## config.mk

```make
export PLATFORM = sky130hd
export DESIGN_NAME = eeprom_cmd_engine
export DESIGN_NICKNAME = d
export VERILOG_FILES = /design/src/design/eeprom_cmd_pkg.sv /design/src/design/eeprom_cmd_engine.sv /design/src/design/cfg_byte_store.sv
export SDC_FILE = /design/constraint.sdc
export NUM_CORES = 1
export LEC_CHECK = 0
export ABC_AREA = 0
export CAP_MARGIN = 0
export CORE_UTILIZATION = 30
export CTS_CLUSTER_DIAMETER = 100
export DETAILED_ROUTE_END_ITERATION = 12
export DONT_BUFFER_PORTS = 1
export PLACE_DENSITY = 0.51
export REMOVE_ABC_BUFFERS = 1
export SYNTH_ARGS = -nofsm -noshare
export SYNTH_HDL_FRONTEND = slang
export SYNTH_SLANG_ARGS = --single-unit
```

## constraint.sdc

```tcl
create_clock -name clk -period 3.25 [get_ports clk]
set_input_delay 0.1625 -clock clk [delete_from_list [all_inputs] [get_ports clk]]
set_output_delay 0.1625 -clock clk [all_outputs]
set_load 0.01 [all_outputs]
```

## src/design/eeprom_cmd_pkg.sv

```systemverilog
/*
  Constants, types and the register map for the serial EEPROM command engine.
  Assumes a 20 MHz clock and a three-wire serial EEPROM with byte organisation.
*/
// Functional notes
// - Writing busy one starts selected command
// - Busy holds during operation, then self-clears
// - Read result appears in data register
// - Write without EEPROM holds busy until timeout
// - Busy high after reset until load ends
// - Three-bit command field, reset zero, eight codes
// - Read fetches addressed byte into data register
// - Write-disable command sent to EEPROM
// - Write-enable command sent to EEPROM
// - Write stores data byte at address
// - Write-all stores data byte everywhere
// - Erase clears the addressed location
// - Erase-all bulk erases whole EEPROM
// - Reload fails unless first byte is marker
// - Failed reload changes no stored contents
// - Successful load sets data-loaded indication
// - No response in window: idle, timeout flag
// - Only write-type commands wait and time out
// - Nine-bit byte address field
// - Data-loaded flag is write-one-to-clear
package eeprom_cmd_pkg;

  ////////////////////////////////////////////////////////////////////////////////
  // Register map
  localparam logic [7:0] ADDR_CMD = 8'h30;
  localparam logic [7:0] ADDR_DATA = 8'h34;
  localparam int BUSY_BIT = 31;
  localparam int OP_HI = 30;
  localparam int OP_LO = 28;
  localparam int TIMEOUT_BIT = 10;
  localparam int LOADED_BIT = 9;
  localparam int ADDR_HI = 8;
  localparam logic [2:0] OP_RESET = 3'h0;
  localparam logic [8:0] ADDR_RESET = 9'h000;
  localparam logic [7:0] DATA_RESET = 8'h00;

  // Command field encodings
  localparam logic [2:0] OP_READ = 3'h0;
  localparam logic [2:0] OP_WDIS = 3'h1;
  localparam logic [2:0] OP_WEN = 3'h2;
  localparam logic [2:0] OP_WRITE = 3'h3;
  localparam logic [2:0] OP_WALL = 3'h4;
  localparam logic [2:0] OP_ERASE = 3'h5;
  localparam logic [2:0] OP_EALL = 3'h6;
  localparam logic [2:0] OP_RELOAD = 3'h7;

  ////////////////////////////////////////////////////////////////////////////////
  // Serial frame: start bit and opcode, then nine address bits, then eight data bits
  localparam logic [2:0] MW_READ = 3'h6;
  localparam logic [2:0] MW_WRITE = 3'h5;
  localparam logic [2:0] MW_ERASE = 3'h7;
  localparam logic [2:0] MW_SPECIAL = 3'h4;
  localparam logic [1:0] MW_SUB_WEN = 2'h3;
  localparam logic [1:0] MW_SUB_WDIS = 2'h0;
  localparam logic [1:0] MW_SUB_WALL = 2'h1;
  localparam logic [1:0] MW_SUB_EALL = 2'h2;
  localparam logic [4:0] LEN_SHORT = 5'h0c;
  localparam logic [4:0] LEN_LONG = 5'h14;
  localparam logic [7:0] VALID_MARKER = 8'ha5;
  localparam int CFG_BYTES = 8;
  localparam logic [3:0] CFG_LAST = 4'h8;

  ////////////////////////////////////////////////////////////////////////////////
  // Timing
  localparam int CLK_PERIOD_NS = 50;
  localparam int SK_HALF_NS = 500;
  localparam int SK_HALF_CYC = (SK_HALF_NS + CLK_PERIOD_NS - 1) / CLK_PERIOD_NS;
  localparam logic [7:0] SK_HALF_LAST = 8'(SK_HALF_CYC - 1);
  localparam int TIMEOUT_MS = 30;
  localparam int TIMEOUT_CYC = TIMEOUT_MS * 1000000 / CLK_PERIOD_NS;
  localparam int TMO_W = 20;

  typedef enum logic [2:0] {ST_IDLE, ST_FRAME, ST_GAP, ST_WAIT, ST_NEXT} eng_state_e;

  typedef struct packed {
    logic psel;
    logic penable;
    logic pwrite;
    logic [7:0] paddr;
    logic [31:0] pwdata;
  } apb_req_s;

  typedef struct packed {
    logic pready;
    logic pslverr;
    logic [31:0] prdata;
  } apb_rsp_s;

  typedef struct packed {
    logic cs;
    logic sk;
    logic dout;
  } ee_pins_s;

endpackage

```

## src/design/eeprom_cmd_engine.sv

```systemverilog
/*
  APB-mapped command engine driving a three-wire serial EEPROM.
  Assumes an APB master on clk, a pulled data-in pin from the EEPROM, and
  that software honours the busy bit before issuing further commands.
*/
module eeprom_cmd_engine #(
  parameter int unsigned TIMEOUT_CYCLES = eeprom_cmd_pkg::TIMEOUT_CYC
) (
  input wire logic clk,
  input wire logic rst,
  input wire eeprom_cmd_pkg::apb_req_s apbReq,
  output eeprom_cmd_pkg::apb_rsp_s apbRsp,
  output eeprom_cmd_pkg::ee_pins_s eePins,
  input wire logic serialDataInPin,
  input wire logic [2:0] cfgRdAddr,
  output logic [7:0] cfgRdData
);

  localparam logic [eeprom_cmd_pkg::TMO_W-1:0] TMO_LAST =
    eeprom_cmd_pkg::TMO_W'(TIMEOUT_CYCLES - 1);

  ////////////////////////////////////////////////////////////////////////////////
  // Decoding helpers

  function automatic logic needs_wait(input logic [2:0] op);
    needs_wait = (op == eeprom_cmd_pkg::OP_WRITE) || (op == eeprom_cmd_pkg::OP_WALL) ||
                 (op == eeprom_cmd_pkg::OP_ERASE) || (op == eeprom_cmd_pkg::OP_EALL);
  endfunction

  function automatic logic [19:0] build_frame(input logic [2:0] op, input logic [8:0] a,
                                              input logic [7:0] d);
    case (op)
      eeprom_cmd_pkg::OP_READ: build_frame = {eeprom_cmd_pkg::MW_READ, a, 8'h00};
      eeprom_cmd_pkg::OP_WRITE: build_frame = {eeprom_cmd_pkg::MW_WRITE, a, d};
      eeprom_cmd_pkg::OP_ERASE: build_frame = {eeprom_cmd_pkg::MW_ERASE, a, 8'h00};
      eeprom_cmd_pkg::OP_WEN: build_frame = {eeprom_cmd_pkg::MW_SPECIAL,
                                             eeprom_cmd_pkg::MW_SUB_WEN, 7'h00, 8'h00};
      eeprom_cmd_pkg::OP_WALL: build_frame = {eeprom_cmd_pkg::MW_SPECIAL,
                                              eeprom_cmd_pkg::MW_SUB_WALL, 7'h00, d};
      eeprom_cmd_pkg::OP_EALL: build_frame = {eeprom_cmd_pkg::MW_SPECIAL,
                                              eeprom_cmd_pkg::MW_SUB_EALL, 7'h00, 8'h00};
      default: build_frame = {eeprom_cmd_pkg::MW_SPECIAL,
                              eeprom_cmd_pkg::MW_SUB_WDIS, 7'h00, 8'h00};
    endcase
  endfunction

  function automatic logic [4:0] frame_len(input logic [2:0] op);
    case (op)
      eeprom_cmd_pkg::OP_READ, eeprom_cmd_pkg::OP_WRITE,
      eeprom_cmd_pkg::OP_WALL: frame_len = eeprom_cmd_pkg::LEN_LONG;
      default: frame_len = eeprom_cmd_pkg::LEN_SHORT;
    endcase
  endfunction

  ////////////////////////////////////////////////////////////////////////////////
  // State

  eeprom_cmd_pkg::eng_state_e stateQ, stateD;
  eeprom_cmd_pkg::apb_rsp_s rspQ, rspD;
  logic busyQ, busyD, bootQ, bootD, loadingQ, loadingD;
  logic timeoutQ, timeoutD, loadedQ, loadedD;
  logic [2:0] opQ, opD;
  logic [8:0] addrQ, addrD;
  logic [7:0] dataQ, dataD, rxQ, rxD, phaseQ, phaseD;
  logic [19:0] txQ, txD;
  logic [4:0] bitsQ, bitsD;
  logic csQ, csD, skQ, skD;
  logic [3:0] loadIdxQ, loadIdxD;
  logic [eeprom_cmd_pkg::TMO_W-1:0] tmoQ, tmoD;
  logic diMeta, diSync;
  logic wrAcc, wrCmd, start, storeWe, halfDone;
  logic [31:0] cmdView;

  // Pin comes from outside the clock domain
  always_ff @(posedge clk) begin
    diMeta <= serialDataInPin;
    diSync <= diMeta;
  end

  assign wrAcc = apbReq.psel && apbReq.penable && rspQ.pready && apbReq.pwrite;
  assign wrCmd = wrAcc && (apbReq.paddr == eeprom_cmd_pkg::ADDR_CMD);
  assign halfDone = (phaseQ == eeprom_cmd_pkg::SK_HALF_LAST);
  assign cmdView = {busyQ, opQ, 17'h00000, timeoutQ, loadedQ, addrQ};

  ////////////////////////////////////////////////////////////////////////////////
  // Next-state logic

  always_comb begin
    stateD = stateQ;
    busyD = busyQ;
    bootD = bootQ;
    loadingD = loadingQ;
    timeoutD = timeoutQ;
    loadedD = loadedQ;
    opD = opQ;
    addrD = addrQ;
    dataD = dataQ;
    rxD = rxQ;
    phaseD = phaseQ;
    txD = txQ;
    bitsD = bitsQ;
    csD = csQ;
    skD = skQ;
    loadIdxD = loadIdxQ;
    tmoD = tmoQ;
    storeWe = 1'b0;
    start = 1'b0;
    rspD.pready = apbReq.psel && !apbReq.penable;
    rspD.pslverr = 1'b0;
    rspD.prdata = 32'h00000000;
    // Setup phase: register the answer so the access phase has no wait
    if (apbReq.psel && !apbReq.penable && !apbReq.pwrite) begin
      if (apbReq.paddr == eeprom_cmd_pkg::ADDR_CMD) begin
        rspD.prdata = cmdView;
      end else if (apbReq.paddr == eeprom_cmd_pkg::ADDR_DATA) begin
        rspD.prdata = {24'h000000, dataQ};
      end
    end
    if (apbReq.psel && !apbReq.penable && (apbReq.paddr != eeprom_cmd_pkg::ADDR_CMD) &&
        (apbReq.paddr != eeprom_cmd_pkg::ADDR_DATA)) begin
      rspD.pslverr = 1'b1;
    end
    // Register writes; fields frozen while busy so a running command stays coherent
    if (wrCmd) begin
      if (!busyQ) begin
        opD = apbReq.pwdata[eeprom_cmd_pkg::OP_HI:eeprom_cmd_pkg::OP_LO];
        addrD = apbReq.pwdata[eeprom_cmd_pkg::ADDR_HI:0];
        start = apbReq.pwdata[eeprom_cmd_pkg::BUSY_BIT];
      end
      if (apbReq.pwdata[eeprom_cmd_pkg::TIMEOUT_BIT]) begin
        timeoutD = 1'b0;
      end
      if (apbReq.pwdata[eeprom_cmd_pkg::LOADED_BIT]) begin
        loadedD = 1'b0;
      end
    end
    if (wrAcc && (apbReq.paddr == eeprom_cmd_pkg::ADDR_DATA) && !busyQ) begin
      dataD = apbReq.pwdata[7:0];
    end
    case (stateQ)
      eeprom_cmd_pkg::ST_IDLE: begin
        if (bootQ || start) begin
          busyD = 1'b1;
          bootD = 1'b0;
          phaseD = 8'h00;
          skD = 1'b0;
          csD = 1'b1;
          stateD = eeprom_cmd_pkg::ST_FRAME;
          if (bootQ || (opD == eeprom_cmd_pkg::OP_RELOAD)) begin
            loadingD = 1'b1;
            loadIdxD = 4'h0;
            txD = build_frame(eeprom_cmd_pkg::OP_READ, 9'h000, 8'h00);
            bitsD = eeprom_cmd_pkg::LEN_LONG;
          end else begin
            txD = build_frame(opD, addrD, dataD);
            bitsD = frame_len(opD);
          end
        end
      end
      eeprom_cmd_pkg::ST_FRAME: begin
        phaseD = phaseQ + 8'h01;
        if (halfDone) begin
          phaseD = 8'h00;
          skD = !skQ;
          if (skQ) begin
            // Sample just before the falling edge: data settled since the rise
            rxD = {rxQ[6:0], diSync};
            txD = {txQ[18:0], 1'b0};
            bitsD = bitsQ - 5'h01;
            if (bitsQ == 5'h01) begin
              csD = 1'b0;
              if (!loadingQ && needs_wait(opQ)) begin
                stateD = eeprom_cmd_pkg::ST_GAP;
              end else begin
                stateD = eeprom_cmd_pkg::ST_NEXT;
              end
            end
          end
        end
      end
      eeprom_cmd_pkg::ST_GAP: begin
        phaseD = phaseQ + 8'h01;
        if (halfDone) begin
          phaseD = 8'h00;
          csD = 1'b1;
          tmoD = '0;
          stateD = eeprom_cmd_pkg::ST_WAIT;
        end
      end
      eeprom_cmd_pkg::ST_WAIT: begin
        tmoD = tmoQ + eeprom_cmd_pkg::TMO_W'(1);
        if (diSync) begin
          csD = 1'b0;
          stateD = eeprom_cmd_pkg::ST_NEXT;
        end else if (tmoQ == TMO_LAST) begin
          csD = 1'b0;
          timeoutD = 1'b1;
          stateD = eeprom_cmd_pkg::ST_NEXT;
        end
      end
      eeprom_cmd_pkg::ST_NEXT: begin
        if (!loadingQ) begin
          if (opQ == eeprom_cmd_pkg::OP_READ) begin
            dataD = rxQ;
          end
          busyD = 1'b0;
          stateD = eeprom_cmd_pkg::ST_IDLE;
        end else if ((loadIdxQ == 4'h0) && (rxQ != eeprom_cmd_pkg::VALID_MARKER)) begin
          // Marker checked before any byte is stored, so a failure touches nothing
          loadingD = 1'b0;
          busyD = 1'b0;
          stateD = eeprom_cmd_pkg::ST_IDLE;
        end else begin
          storeWe = (loadIdxQ != 4'h0);
          if (loadIdxQ == eeprom_cmd_pkg::CFG_LAST) begin
            loadingD = 1'b0;
            busyD = 1'b0;
            loadedD = 1'b1;
            stateD = eeprom_cmd_pkg::ST_IDLE;
          end else begin
            loadIdxD = loadIdxQ + 4'h1;
            txD = build_frame(eeprom_cmd_pkg::OP_READ, {5'h00, loadIdxD}, 8'h00);
            bitsD = eeprom_cmd_pkg::LEN_LONG;
            csD = 1'b1;
            phaseD = 8'h00;
            stateD = eeprom_cmd_pkg::ST_FRAME;
          end
        end
      end
      default: begin
        stateD = eeprom_cmd_pkg::ST_IDLE;
      end
    endcase
  end

  ////////////////////////////////////////////////////////////////////////////////
  // Registers

  always_ff @(posedge clk) begin
    if (rst) begin
      stateQ <= eeprom_cmd_pkg::ST_IDLE;
      busyQ <= 1'b1;
      bootQ <= 1'b1;
      loadingQ <= 1'b0;
      timeoutQ <= 1'b0;
      loadedQ <= 1'b0;
      opQ <= eeprom_cmd_pkg::OP_RESET;
      addrQ <= eeprom_cmd_pkg::ADDR_RESET;
      dataQ <= eeprom_cmd_pkg::DATA_RESET;
      rxQ <= 8'h00;
      phaseQ <= 8'h00;
      txQ <= 20'h00000;
      bitsQ <= 5'h00;
      csQ <= 1'b0;
      skQ <= 1'b0;
      loadIdxQ <= 4'h0;
      tmoQ <= '0;
      rspQ <= '0;
    end else begin
      stateQ <= stateD;
      busyQ <= busyD;
      bootQ <= bootD;
      loadingQ <= loadingD;
      timeoutQ <= timeoutD;
      loadedQ <= loadedD;
      opQ <= opD;
      addrQ <= addrD;
      dataQ <= dataD;
      rxQ <= rxD;
      phaseQ <= phaseD;
      txQ <= txD;
      bitsQ <= bitsD;
      csQ <= csD;
      skQ <= skD;
      loadIdxQ <= loadIdxD;
      tmoQ <= tmoD;
      rspQ <= rspD;
    end
  end

  assign apbRsp = rspQ;
  assign eePins = '{cs: csQ, sk: skQ, dout: txQ[19]};

  cfg_byte_store store (
    .clk(clk),
    .we(storeWe),
    .waddr(3'(loadIdxQ - 4'h1)),
    .wdata(rxQ),
    .raddr(cfgRdAddr),
    .rdata(cfgRdData)
  );
endmodule

```

## src/design/cfg_byte_store.sv

```systemverilog
/*
  Small store for configuration bytes loaded from the EEPROM.
  Assumes one writer and one reader on the same clock; read data is registered.
*/
module cfg_byte_store (
  input wire logic clk,
  input wire logic we,
  input wire logic [2:0] waddr,
  input wire logic [7:0] wdata,
  input wire logic [2:0] raddr,
  output logic [7:0] rdata
);

  logic [7:0] mem [eeprom_cmd_pkg::CFG_BYTES];
  logic [7:0] rdata_q;

  // No reset on the array: contents survive a failed reload untouched
  always_ff @(posedge clk) begin
    if (we) begin
      mem[waddr] <= wdata;
    end
    rdata_q <= mem[raddr];
  end

  assign rdata = rdata_q;

endmodule

```

# Word level (Yosys, flattened, before mapping)

Memory sizes are Yosys's and may differ from the RTL's. A register that Yosys moved wholly into a read port is not among the register bits.
Cells that the tools add are included.

$add $sub $neg: 5
Equality and inequality tests: 34
Muxes and demuxes: 97
Bitwise operators: 1
Reduce and logical (&&, ||, !) cells: 48

Operators with widths:

| kind                                                  | number |
|---|---|
| two-way mux 20 bit                                    | 7 |
| case mux 19 bit (6 select lines)                      | 1 |
| two-way mux 8 bit                                     | 10 |
| case mux 20 bit (3 select lines)                      | 1 |
| two-way mux 1 bit                                     | 42 |
| two-way mux 5 bit                                     | 8 |
| case mux 20 bit (2 select lines)                      | 1 |
| two-way mux 32 bit                                    | 1 |
| two-way mux 3 bit                                     | 10 |
| equality test 3 bit, second input constant            | 8 |
| case mux 8 bit (3 select lines)                       | 1 |
| adder 20 x 1 -> 20 bit, second input constant         | 1 |
| equality test 20 bit, second input constant           | 1 |
| two-way mux 4 bit                                     | 5 |
| two-way mux 19 bit                                    | 1 |
| two-way mux 9 bit                                     | 2 |
| inequality test 2 bit, second input constant          | 9 |
| equality test 8 x 6 -> 1 bit, second input constant   | 2 |
| inequality test 8 x 6 -> 1 bit, second input constant | 2 |
| equality test 3 x 2 -> 1 bit, second input constant   | 5 |
| case mux 3 bit (5 select lines)                       | 1 |
| case mux 5 bit (3 select lines)                       | 1 |
| logical AND 1 bit                                     | 12 |
| AND reduction 3 bit                                   | 4 |
| other kinds (30)                                      | 49 |

Flip-flop bits (word level): 131
Bits in writable memories: 64
Input port bits: 49
Output and inout bits: 45
Word-level logic and storage cells: 209
Memories: 1

Memory list:

| name      | depth | width | rd ports | clocked after Yosys merged registers in | write ports | RTL line             | RTL |
|---|---|---|---|---|---|---|---|
| store.mem | 8     | 8     | 1        | 1                                       | 1           | cfg_byte_store.sv:14 | `logic [7:0] mem [eeprom_cmd_pkg::CFG_BYTES];` |

# Logic depth before layout (Yosys ltp)

Gate-level depths: netlist of the first run.

Depth in word-level cells: 11
Depth in mapped cells: 8
Depth with buffers taken out: 7

# Cells and area by module

Synthesis of the first run repeated with hierarchy kept, for this count alone.

Cells, all modules: 819
Area total of the unflattened synthesis: 8428.1 um2

Modules (own cells, without submodules):

| module            | instances | cells an instance | area each (um2) | sequential area each (um2) |
|---|---|---|---|---|
| eeprom_cmd_engine | 1         | 705               | 5736.8          | 2282.2 |
| cfg_byte_store    | 1         | 114               | 2691.3          | 2082.0 |

# Worst setup path after synthesis of the first run

OpenSTA, ideal clock, no wires.

Path type: input to register
Start: input apbReq[38] (netlist name)
End: register phaseQ[4]
Arrival time: 2.233 ns
Slack: 0.937 ns
Cell stages on the path: 6
Path through: or4_4 -> or4_4 -> a21o_1 -> buf_6 -> or4_4 -> a211oi_2

Cells in the longest elaborated chain, start to end: 6

Ends and longest elaborated chain:

| item                                   | RTL line                 | RTL |
|---|---|---|
| from (decl)                            | eeprom_cmd_engine.sv:11  | `input wire eeprom_cmd_pkg::apb_req_s apbReq,` |
| equality test 8 x 6 -> 1 bit           | eeprom_cmd_engine.sv:81  | `assign wrCmd = wrAcc && (apbReq.paddr == eeprom_cmd_pkg::ADDR_CMD);` |
| logical AND 1 bit                      | eeprom_cmd_engine.sv:81  |  |
| two-way mux 1 bit                      | eeprom_cmd_engine.sv:124 | `if (wrCmd) begin` |
| logical OR 1 bit                       | eeprom_cmd_engine.sv:142 | `if (bootQ \|\| start) begin` |
| inequality test 2 bit (no source line) | --                       |  |
| AND reduction 5 bit (no source line)   | --                       |  |
| to (signal assigned)                   | eeprom_cmd_engine.sv:270 | `phaseQ <= phaseD;` |
| to (decl)                              | eeprom_cmd_engine.sv:64  | `logic [7:0] dataQ, dataD, rxQ, rxD, phaseQ, phaseD;` |

No other way between the ends.
A chain may end at the register's enable or synchronous reset.

# Worst setup path after layout of the first run

Start: register busyQ
End: register phaseQ[1]

Cells in the longest elaborated chain, start to end: 5

Ends and longest elaborated chain:

| item                                   | RTL line                 | RTL |
|---|---|---|
| from (decl)                            | eeprom_cmd_engine.sv:60  | `logic busyQ, busyD, bootQ, bootD, loadingQ, loadingD;` |
| from (signal assigned)                 | eeprom_cmd_engine.sv:261 | `busyQ <= busyD;` |
| two-way mux 1 bit                      | eeprom_cmd_engine.sv:125 | `if (!busyQ) begin` |
| two-way mux 1 bit                      | eeprom_cmd_engine.sv:124 |  |
| logical OR 1 bit                       | eeprom_cmd_engine.sv:142 |  |
| inequality test 2 bit (no source line) | --                       |  |
| AND reduction 5 bit (no source line)   | --                       |  |

No other way between the ends.

==> results.py, run 1 <==
metrics = {
    "status": {
        "status": "completed",
    },
    "clock_tree": {
        "cts-root-buf": "clkbuf_16",
        "cts_buffers": 17,
        "cts_resized": 0,
        "clockBufferDepth": 2,
        "clkTransAtPathRegs_ns": 0.07,
        "clock_latency_ns": 0.43,
        "cts_tree": "yes",
        "htreeDepth": 4,
        "cts_sinks": 186,
    },
    "power": {
        "peakVddDrop_uv": 280,
        "p_total_mw": 5.96,
        "power_density_nw_per_um2": 608,
        "p_leak_nw": 3.33,
    },
    "layout": {
        "stdcell_area_um2": 9790,
        "antenna_cells": 0,
        "multi_input_area_um2": 3870,
        "instances_no_fill": 1224,
        "final-seq-area_um2": 4360,
        "fill_cells": 2850,
        "finalCoreUtilization_pct": 35.0,
        "syn_to_final_growth_pct": 13.8,
        "drive_gt1_share_pct": 12.8,
        "layout.nets": 889,
    },
    "synthesis": {
        "ys_types": 74,
        "ys.flop_type": "dfxtp_1",
        "ys.warnings.count": 0,
        "syn-instance-count": 824,
        "ys_seq_elements": 186,
        "async_reset_ff_share_pct": 0,
        "yosysSeqAreaShare_pct": 50.7,
        "syn_area_per_cell_um2": 10.4,
        "syn_area_um2": 8600,
        "synth-edff-count": 64,
    },
    "die": {
        "num_rows": 61,
        "die_w_um": 171,
        "die_area_um2": 29400,
        "fp.coreArea_um2": 28000,
        "ios": 94,
        "die_h_um": 171,
        "initial_core_util_pct": 30.7,
    },
    "timing": {
        "fmax_ghz": 0.413,
        "slew-limit-headroom_pct": 41.6,
        "hold_slack_ns": 0.0185,
        "worst_slew_pin_slew_ns": 0.852,
        "hold_viol": 0,
        "setup_viol": 0,
        "period_share_pct": 74.4,
        "worst_slack_ns": 0.831,
        "rsz0062_at_grt": "no",
        "post-route-min-period_ns": 2.42,
        "slew_violations": 0,
        "skew_ns": 0.0133,
        "setup_tns_ns": 0,
    },
    "setup_path": {
        "crit_required_ns": 3.53,
        "startpoint_type": "register",
        "worstSetupPathType": "register to register",
        "cp.arrival_ns": 2.70,
        "worstPathCellList": "or3b_2 > nor4_2 > o21ai_1 > a21oi_1 > a2111oi_0",
        "path_buf_inv": 0,
        "worst_setup_path_end_kind": "register",
        "cp_top_family": "compound AO/OA/AOI/OAI gates",
        "cpPeakStageDelay_ns": 0.57,
        "critPathMaxFanout": 7,
        "worst_path_max_delay_cell": "a21oi_1",
    },
    "place": {
        "placed_area_um2": 8940,
        "dp_hpwl_um": 13800,
        "port_buffers": 0,
        "dp_cells": 1170,
        "pre_cts_ws_ns": 0.779,
        "gp_congestion": 0.760,
    },
    "grt": {
        "antenna_found_initial": 0,
        "track_usage_pct": 15.5,
        "grt_pass1_vias": 6312,
        "grt_pass1_wl_um": 34700,
        "grt_max_degree": 87,
        "overflow": 0,
    },
    "route": {
        "drt-total-wl_um": 21900,
        "detail-route-antenna-nets": 0,
        "drcViolationCount": 0,
        "detailedRoute.firstIterationViolations": 497,
        "wire_per_inst_um": 17.9,
        "vias": 6387,
        "firstDrtPassIters": 5,
        "vias_per_cell": 5.22,
    },
    "hold_path": {
        "hold_path.class": "primary input to register",
    },
    "job": {
        "max-cap-violations": 0,
    },
}
==> per-layer routing <==
metal	wire length (um)	share of wire (%)	track usage [%]
met1	10700	49	21.4
met2	10000	46	24.5
met3	968	4.4	3.22
met4	164	0.75	4.08
met5	0	0	0
==> worst paths after layout <==
path / slack [ns] / endpoint / cells after the start / start
worst max-delay path: 0.83 / phaseQ[1] / 5 / busyQ
worst min-delay path: 0.02 / apbRsp[2] / 2 / apbReq[34]
worst max register to register: 0.83 / phaseQ[1] / 5 / busyQ
worst min register to register: 0.33 / diSync / 0 / diMeta
==> repair_timing <==
action	4_1_cts	5_1_grt
endpoints found under the hold margin	109	0
hold buffers	22	0
buffers inserted	0	0
==> area by class of cell <==
cell class | count | area share (%)
clock buffer | 18 | 4.38
clock inverter | 14 | 1.85
inverter | 19 | 0.728
multi-input combinational | 565 | 39.5
sequential | 186 | 44.6
tap | 378 | 4.83
timing repair buffer | 44 | 4.12
==> worst register-to-register path, delay by kind of cell (launching register included) <==
kind,cells,cell delay [ns]
and+or+nand+nor,2,0.91
AOI/OAI and AO/OA,3,1.03
DFF,1,0.33
==> registers in the layout, summed over array words and instances, names as in the netlist, 3 cells and up <==
signal,cells
store.rdata,8
store.mem,64
rxQ,8
phaseQ,8
dataQ,8
bitsQ,5
loadIdxQ,4
txQ,20
apbRsp,17
tmoQ,20
stateQ,3
addrQ,9
opQ,3
==> layout by cell type, fill, tap and decap left out, types with 22 or more instances in the layout <==
| master | netlist | final |
|---|---|---|
| a21oi_1 | 61 | 61 |
| buf_4 | 21 | 22 |
| dfxtp_1 | 122 | 122 |
| edfxtp_1 | 64 | 64 |
| mux2_2 | 23 | 23 |
| mux2i_1 | 29 | 29 |
| nand2_1 | 59 | 59 |
| nor2_1 | 75 | 75 |
| o21ai_0 | 23 | 23 |
==> Yosys cell counts (5+ instances only) <==
| library cell | count | area, um^2 |
|---|---|---|
| nor2_1 | 75 | 282 |
| buf_1 | 5 | 18.8 |
| a22oi_1 | 5 | 37.5 |
| nand4_1 | 14 | 87.6 |
| xor2_1 | 8 | 70.1 |
| nor3_1 | 21 | 105 |
| inv_1 | 18 | 67.6 |
| nand4b_1 | 5 | 43.8 |
| or4_1 | 6 | 45.0 |
| o31ai_1 | 7 | 52.6 |
| a211oi_1 | 20 | 150 |
| xnor2_1 | 5 | 43.8 |
| dfxtp_1 | 122 | 2440 |
| and3_1 | 8 | 50.1 |
| nor3b_1 | 19 | 143 |
| ha_1 | 7 | 87.6 |
| mux2i_1 | 29 | 290 |
| mux2_2 | 23 | 259 |
| nand2_1 | 59 | 221 |
| a21oi_1 | 61 | 305 |
| a32oi_1 | 7 | 61.3 |
| edfxtp_1 | 64 | 1920 |
| clkbuf_1 | 39 | 146 |
| nand3_1 | 19 | 95.1 |
| nor4_1 | 6 | 37.5 |
| or3_1 | 7 | 43.8 |
| buf_4 | 21 | 158 |
| a311oi_1 | 13 | 114 |
| mux4_2 | 16 | 360 |
| and2_1 | 9 | 56.3 |
| o21ai_0 | 23 | 115 |
==> kinds of logic (layout without fill, tap and decap cells) <==
logic type / count (synthesis) / after routing / share of synthesized area, %
fa+ha+maj: 7 / 7 / 1.02
other cells: 1 / 17 / 0.0436
simple gates: 283 / 283 / 17.6
flops: 186 / 186 / 50.7
xor+xnor: 13 / 13 / 1.32
compound gates: 177 / 177 / 13.7
mux: 68 / 68 / 10.6
buf+inv: 89 / 95 / 5.08
==> where the power goes <==
group	internal [mW]	switching [mW]	leakage (nW)
combinational	0.402	0.649	1.45
clock	1.23	0.960	0.298
sequential	2.56	0.156	1.59
total	4.19	1.76	3.33
No activity file was read; power rests on OpenSTA's default activity.
==> inputs of run 2 (changes only) <==
==> constraint.sdc (replaced) <==
create_clock -name clk -period 2.3 [get_ports clk]
set_input_delay 0.115 -clock clk [delete_from_list [all_inputs] [get_ports clk]]
set_output_delay 0.115 -clock clk [all_outputs]
set_load 0.01 [all_outputs]
==> results.py, run 2 (same netlist as run 1, synthesis figures left out) <==
metrics = {
    "die": {
        "fp.coreArea_um2": 28000,
        "die_area_um2": 29400,
        "num_rows": 61,
        "die_h_um": 171,
        "die_w_um": 171,
        "ios": 94,
        "initial_core_util_pct": 30.7,
    },
    "power": {
        "peakVddDrop_uv": 502,
        "p_leak_nw": 3.60,
        "p_total_mw": 8.46,
        "power_density_nw_per_um2": 825,
    },
    "route": {
        "firstDrtPassIters": 5,
        "detail-route-antenna-nets": 0,
        "detailedRoute.firstIterationViolations": 456,
        "drt-total-wl_um": 22400,
        "vias_per_cell": 5.09,
        "wire_per_inst_um": 17.5,
        "drcViolationCount": 0,
        "vias": 6510,
    },
    "place": {
        "port_buffers": 0,
        "placed_area_um2": 9340,
        "dp_hpwl_um": 14500,
        "gp_congestion": 0.759,
    },
    "setup_path": {
        "worstPathCellList": "or3b_4 > or4_4 > a21o_4 > or4_4 > a211oi_2",
        "worstSetupPathType": "register to register",
        "path_buf_inv": 0,
        "worst_path_max_delay_cell": "or4_4",
        "worst_setup_path_end_kind": "register",
        "cpPeakStageDelay_ns": 0.58,
        "cp.arrival_ns": 2.61,
        "startpoint_type": "register",
        "critPathMaxFanout": 5,
        "cp_top_family": "simple AND/OR/NAND/NOR gates",
        "crit_required_ns": 2.65,
        "cpMostUsedCell": "or4_4",
    },
    "timing": {
        "hold_viol": 0,
        "worst_slew_pin_slew_ns": 0.883,
        "setup_viol": 0,
        "rsz0062_at_grt": "yes",
        "fmax_ghz": 0.443,
        "slew_violations": 0,
        "period_share_pct": 98.1,
        "post-route-min-period_ns": 2.26,
        "skew_ns": 0.0143,
        "slew-limit-headroom_pct": 40.9,
    },
    "layout": {
        "antenna_cells": 0,
        "final-seq-area_um2": 4370,
        "layout.nets": 943,
        "final_common_cell": "dfxtp_1",
        "multi_input_area_um2": 3940,
        "syn_to_final_growth_pct": 19.2,
        "drive_gt1_share_pct": 19.1,
        "top_regs": "store.mem: 64 flops, tmoQ: 20 flops, txQ: 20 flops",
        "stdcell_area_um2": 10300,
        "fill_cells": 2807,
        "largest_register_ffs": 64,
        "regMostFlops": "store.mem",
        "most-common-layout-cells": "dfxtp_1 (121), nor2_1 (75), buf_4 (70), edfxtp_1 (64)",
    },
    "grt": {
        "grt_pass1_vias": 6368,
        "grt_pass1_wl_um": 34800,
        "overflow": 0,
        "grt_max_degree": 88,
        "track_usage_pct": 15.5,
        "antenna_found_initial": 0,
    },
    "clock_tree": {
        "htreeDepth": 4,
        "cts_tree": "yes",
        "clkTransAtPathRegs_ns": 0.07,
        "clockBufferDepth": 2,
        "cts-root-buf": "clkbuf_16",
        "clock_latency_ns": 0.43,
        "cts_buffers": 17,
        "cts_sinks": 186,
    },
    "hold_path": {
        "hold_path.class": "primary input to register",
    },
    "status": {
        "status": "completed",
    },
    "job": {
        "max-cap-violations": 0,
    },
}
run 2: worst register-to-register path, stage by stage, from the launching register on:
cell,delay (ns)
dfxtp_2,0.32
or3b_4,0.37
or4_4,0.58
a21o_4,0.26
or4_4,0.48
a211oi_2,0.18
run 2: layer usage:
layer | global-route usage, % | vias up | part of all wire, %
li1 | - | 3190 | -
met1 | 21.3 | 3160 | 49
met2 | 24.4 | 149 | 46
met3 | 3.45 | 11 | 4.3
met4 | 4.04 | 0 | 0.72
met5 | 0 | - | 0
run 2: worst paths after layout:
path / from / to / slack [ns] / cells past startpoint
min: cfgRdAddr[1] / store.rdata[5] / 0.01 / 2
min reg2reg: diMeta / diSync / 0.33 / 0
max reg2reg: busyQ / phaseQ[7] / 0.04 / 5
max: busyQ / phaseQ[7] / 0.04 / 5
run 2: final cells by class:
cell class                      count  share of cell area (%)
Timing Repair Buffer               97                    8.13
Clock inverter                     10                   0.781
Tap cell                          378                    4.61
Sequential cell                   186                    42.6
Inverter                           19                   0.695
Multi-Input combinational cell    566                    38.4
Clock buffer                       22                    4.83
run 2: power breakdown:
| group | internal (mW) | switching [mW] | total, mW |
|---|---|---|---|
| Clock | 1.56 | 1.31 | 2.87 |
| Sequential | 3.62 | 0.183 | 3.80 |
| Combinational | 0.742 | 1.04 | 1.79 |
| Total | 5.91 | 2.54 | 8.46 |
run 2: stage by stage:
| stage | setup TNS (ns) | util, % | hold WS [ns] | cells | worst slack (ns) |
|---|---|---|---|---|---|
| 6_report | 0 | 36.6 | 0.0143 | 1278 | 0.0427 |
| 5_1_grt | -0.0433 | 36.6 | 0.00235 | 1278 | -0.0236 |
| 4_1_cts | 0 | 36.3 | 0.00292 | 1275 | 0.00579 |
| 3_5_place_dp | -0.0403 | 33.3 | 0.143 | 1219 | -0.0329 |
| 3_3_place_gp | 0 | 33.3 | 0.143 | 1219 | 0.00910 |
| 2_1_floorplan | -31.59 | - | 0.143 | 770 | -0.840 |
run 2: repair_timing:
item                                    CTS  global route
endpoints found under the setup margin    2             8
hold buffers                             24             1
pin swaps                                 0             6
gates cloned                              0             1
endpoints found under the hold margin   112             1
buffers inserted                          0             1
gates resized for setup                   3            12
==> inputs of run 3 (changes only) <==
--- a/config.mk
+++ b/config.mk
@@ -7,11 +7,11 @@
 export LEC_CHECK = 0
 export ABC_AREA = 0
 export CAP_MARGIN = 0
-export CORE_UTILIZATION = 30
+export CORE_UTILIZATION = 35
 export CTS_CLUSTER_DIAMETER = 100
 export DETAILED_ROUTE_END_ITERATION = 12
 export DONT_BUFFER_PORTS = 1
-export PLACE_DENSITY = 0.51
+export PLACE_DENSITY = 0.56
 export REMOVE_ABC_BUFFERS = 1
 export SYNTH_ARGS = -nofsm -noshare
 export SYNTH_HDL_FRONTEND = slang
==> constraint.sdc (replaced) <==
create_clock -name clk -period 2.3 [get_ports clk]
set_input_delay 0.345 -clock clk [delete_from_list [all_inputs] [get_ports clk]]
set_output_delay 0.345 -clock clk [all_outputs]
set_load 0.01 [all_outputs]
==> results.py, run 3 (same netlist as run 1, synthesis figures left out) <==
metrics = {
    "route": {
        "detailedRoute.firstIterationViolations": 368,
        "firstDrtPassIters": 5,
        "drcViolationCount": 0,
        "drt-total-wl_um": 21200,
        "detail-route-antenna-nets": 0,
        "vias_per_cell": 5.33,
        "vias": 6433,
        "wire_per_inst_um": 17.6,
    },
    "layout": {
        "regMostFlops": "store.mem",
        "most-common-layout-cells": "dfxtp_1 (121), nor2_1 (75), buf_4 (70), edfxtp_1 (64), a21oi_1 (61)",
        "fill_cells": 2394,
        "antenna_cells": 0,
        "layout.nets": 925,
        "top_regs": "store.mem: 64 flops, tmoQ: 20 flops, txQ: 20 flops",
        "syn_to_final_growth_pct": 16.2,
        "final_common_cell": "dfxtp_1",
        "largest_register_ffs": 64,
        "multi_input_area_um2": 3910,
        "final-seq-area_um2": 4370,
        "drive_gt1_share_pct": 19.4,
    },
    "grt": {
        "grt_pass1_vias": 6312,
        "track_usage_pct": 17.1,
        "grt_pass1_wl_um": 33900,
        "grt_max_degree": 80,
        "overflow": 0,
        "antenna_found_initial": 0,
    },
    "power": {
        "peakVddDrop_uv": 418,
        "power_density_nw_per_um2": 834,
        "p_leak_nw": 3.53,
    },
    "die": {
        "die_h_um": 159,
        "num_rows": 57,
        "die_area_um2": 25200,
        "initial_core_util_pct": 35.5,
        "fp.coreArea_um2": 24200,
        "ios": 94,
        "die_w_um": 159,
    },
    "setup_path": {
        "critPathMaxFanout": 8,
        "startpoint_type": "register",
        "r2r_setup_slack_ns": 0.05,
        "crit_required_ns": 2.65,
        "r2r_start": "busyQ",
        "cp.arrival_ns": 2.60,
        "r2r-end": "phaseQ[0]",
        "worst_setup_path_end_kind": "register",
        "worstSetupPathType": "register to register",
        "r2r_cells": 5,
    },
    "status": {
        "status": "completed",
    },
    "clock_tree": {
        "clock_latency_ns": 0.44,
        "cts-root-buf": "clkbuf_16",
        "cts_setup_buffers": 0,
        "cts_buffers": 17,
        "cts_sinks": 186,
        "clkTransAtPathRegs_ns": 0.07,
        "clockBufferDepth": 2,
        "cts_tree": "yes",
        "htreeDepth": 4,
    },
    "place": {
        "dp_hpwl_um": 13900,
        "port_buffers": 0,
        "gp_congestion": 0.786,
        "pre_cts_ws_ns": -0.217,
    },
    "job": {
        "max-cap-violations": 0,
    },
    "timing": {
        "setup_tns_ns": 0,
        "hold_viol": 0,
        "setup_viol": 0,
        "worst_slew_pin_slew_ns": 0.484,
        "skew_ns": 0.0122,
        "worst_slack_ns": 0.0463,
        "slew_violations": 0,
        "period_share_pct": 98.0,
        "slew-limit-headroom_pct": 67.3,
        "post-route-min-period_ns": 2.25,
        "rsz0062_at_grt": "no",
        "fmax_ghz": 0.444,
        "hold_slack_ns": 0.0329,
    },
    "hold_path": {
        "min_from": "rst",
        "holdPathEnd": "txQ[0]",
        "hold_path.class": "primary input to register",
        "hold_depth": 1,
    },
}
-- run 3: what timing repair did --
item                                    CTS  global route
endpoints found under the setup margin    2             8
resized for setup                         6             4
cloned                                    0             0
pin swaps                                 6             3
endpoints found under the hold margin    82             0
hold buffers                              4             0
-- run 3: metrics by stage --
stage | cell area [um^2] | total power, mW | instances | util (%)
floorplan | 8300 | 4.84 | 770 | -
global placement | 9360 | 5.54 | 1170 | 38.6
detailed placement | 9360 | 5.55 | 1170 | 38.6
CTS | 9980 | 8.41 | 1206 | 41.2
global route | 10000 | 8.74 | 1206 | 41.2
finish | 10000 | 8.34 | 1206 | 41.2
-- run 3: final cells by class --
type | instances | share of cell area [%]
Clock buffer | 19 | 4.44
Clock inverter | 13 | 1.05
Inverter | 19 | 0.713
Multi-Input combinational cell | 565 | 39.1
Sequential cell | 186 | 43.7
Tap cell | 324 | 4.05
Timing Repair Buffer | 80 | 7.03
-- run 3: power by group --
group	switching, mW	internal [mW]	leakage, nW	total, mW
logic	0.990	0.763	1.67	1.75
clock network	1.34	1.45	0.276	2.79
registers	0.183	3.61	1.59	3.80
total	2.52	5.82	3.53	8.34
-- run 3: worst max path at each step --
stage / slack (ns) / endpoint / start
global placement: -0.21 / phaseQ[7] / apbReq[38]
finish: 0.05 / phaseQ[0] / busyQ
global route: 0.004 / phaseQ[7] / busyQ
floorplan: -0.84 / bitsQ[4] / phaseQ[0]
CTS: 0.03 / phaseQ[0] / busyQ
detailed placement: -0.22 / phaseQ[4] / apbReq[38]
-- run 3: worst max-delay path, cell delays in order (launching register included) --
cell      delay, ns
dfxtp_2        0.32
or3b_4         0.39
or4_4          0.57
a21o_4         0.26
or3_2          0.40
a211oi_1       0.22
-- run 3: per-layer routing --
metal | vias to the layer above | GRT usage (%) | part of all wire, %
met5 | - | 0 | 0
li1 | 3155 | - | -
met2 | 177 | 27.9 | 48
met3 | 11 | 3.34 | 5.0
met4 | 0 | 4.90 | 0.77
met1 | 3090 | 22.8 | 46
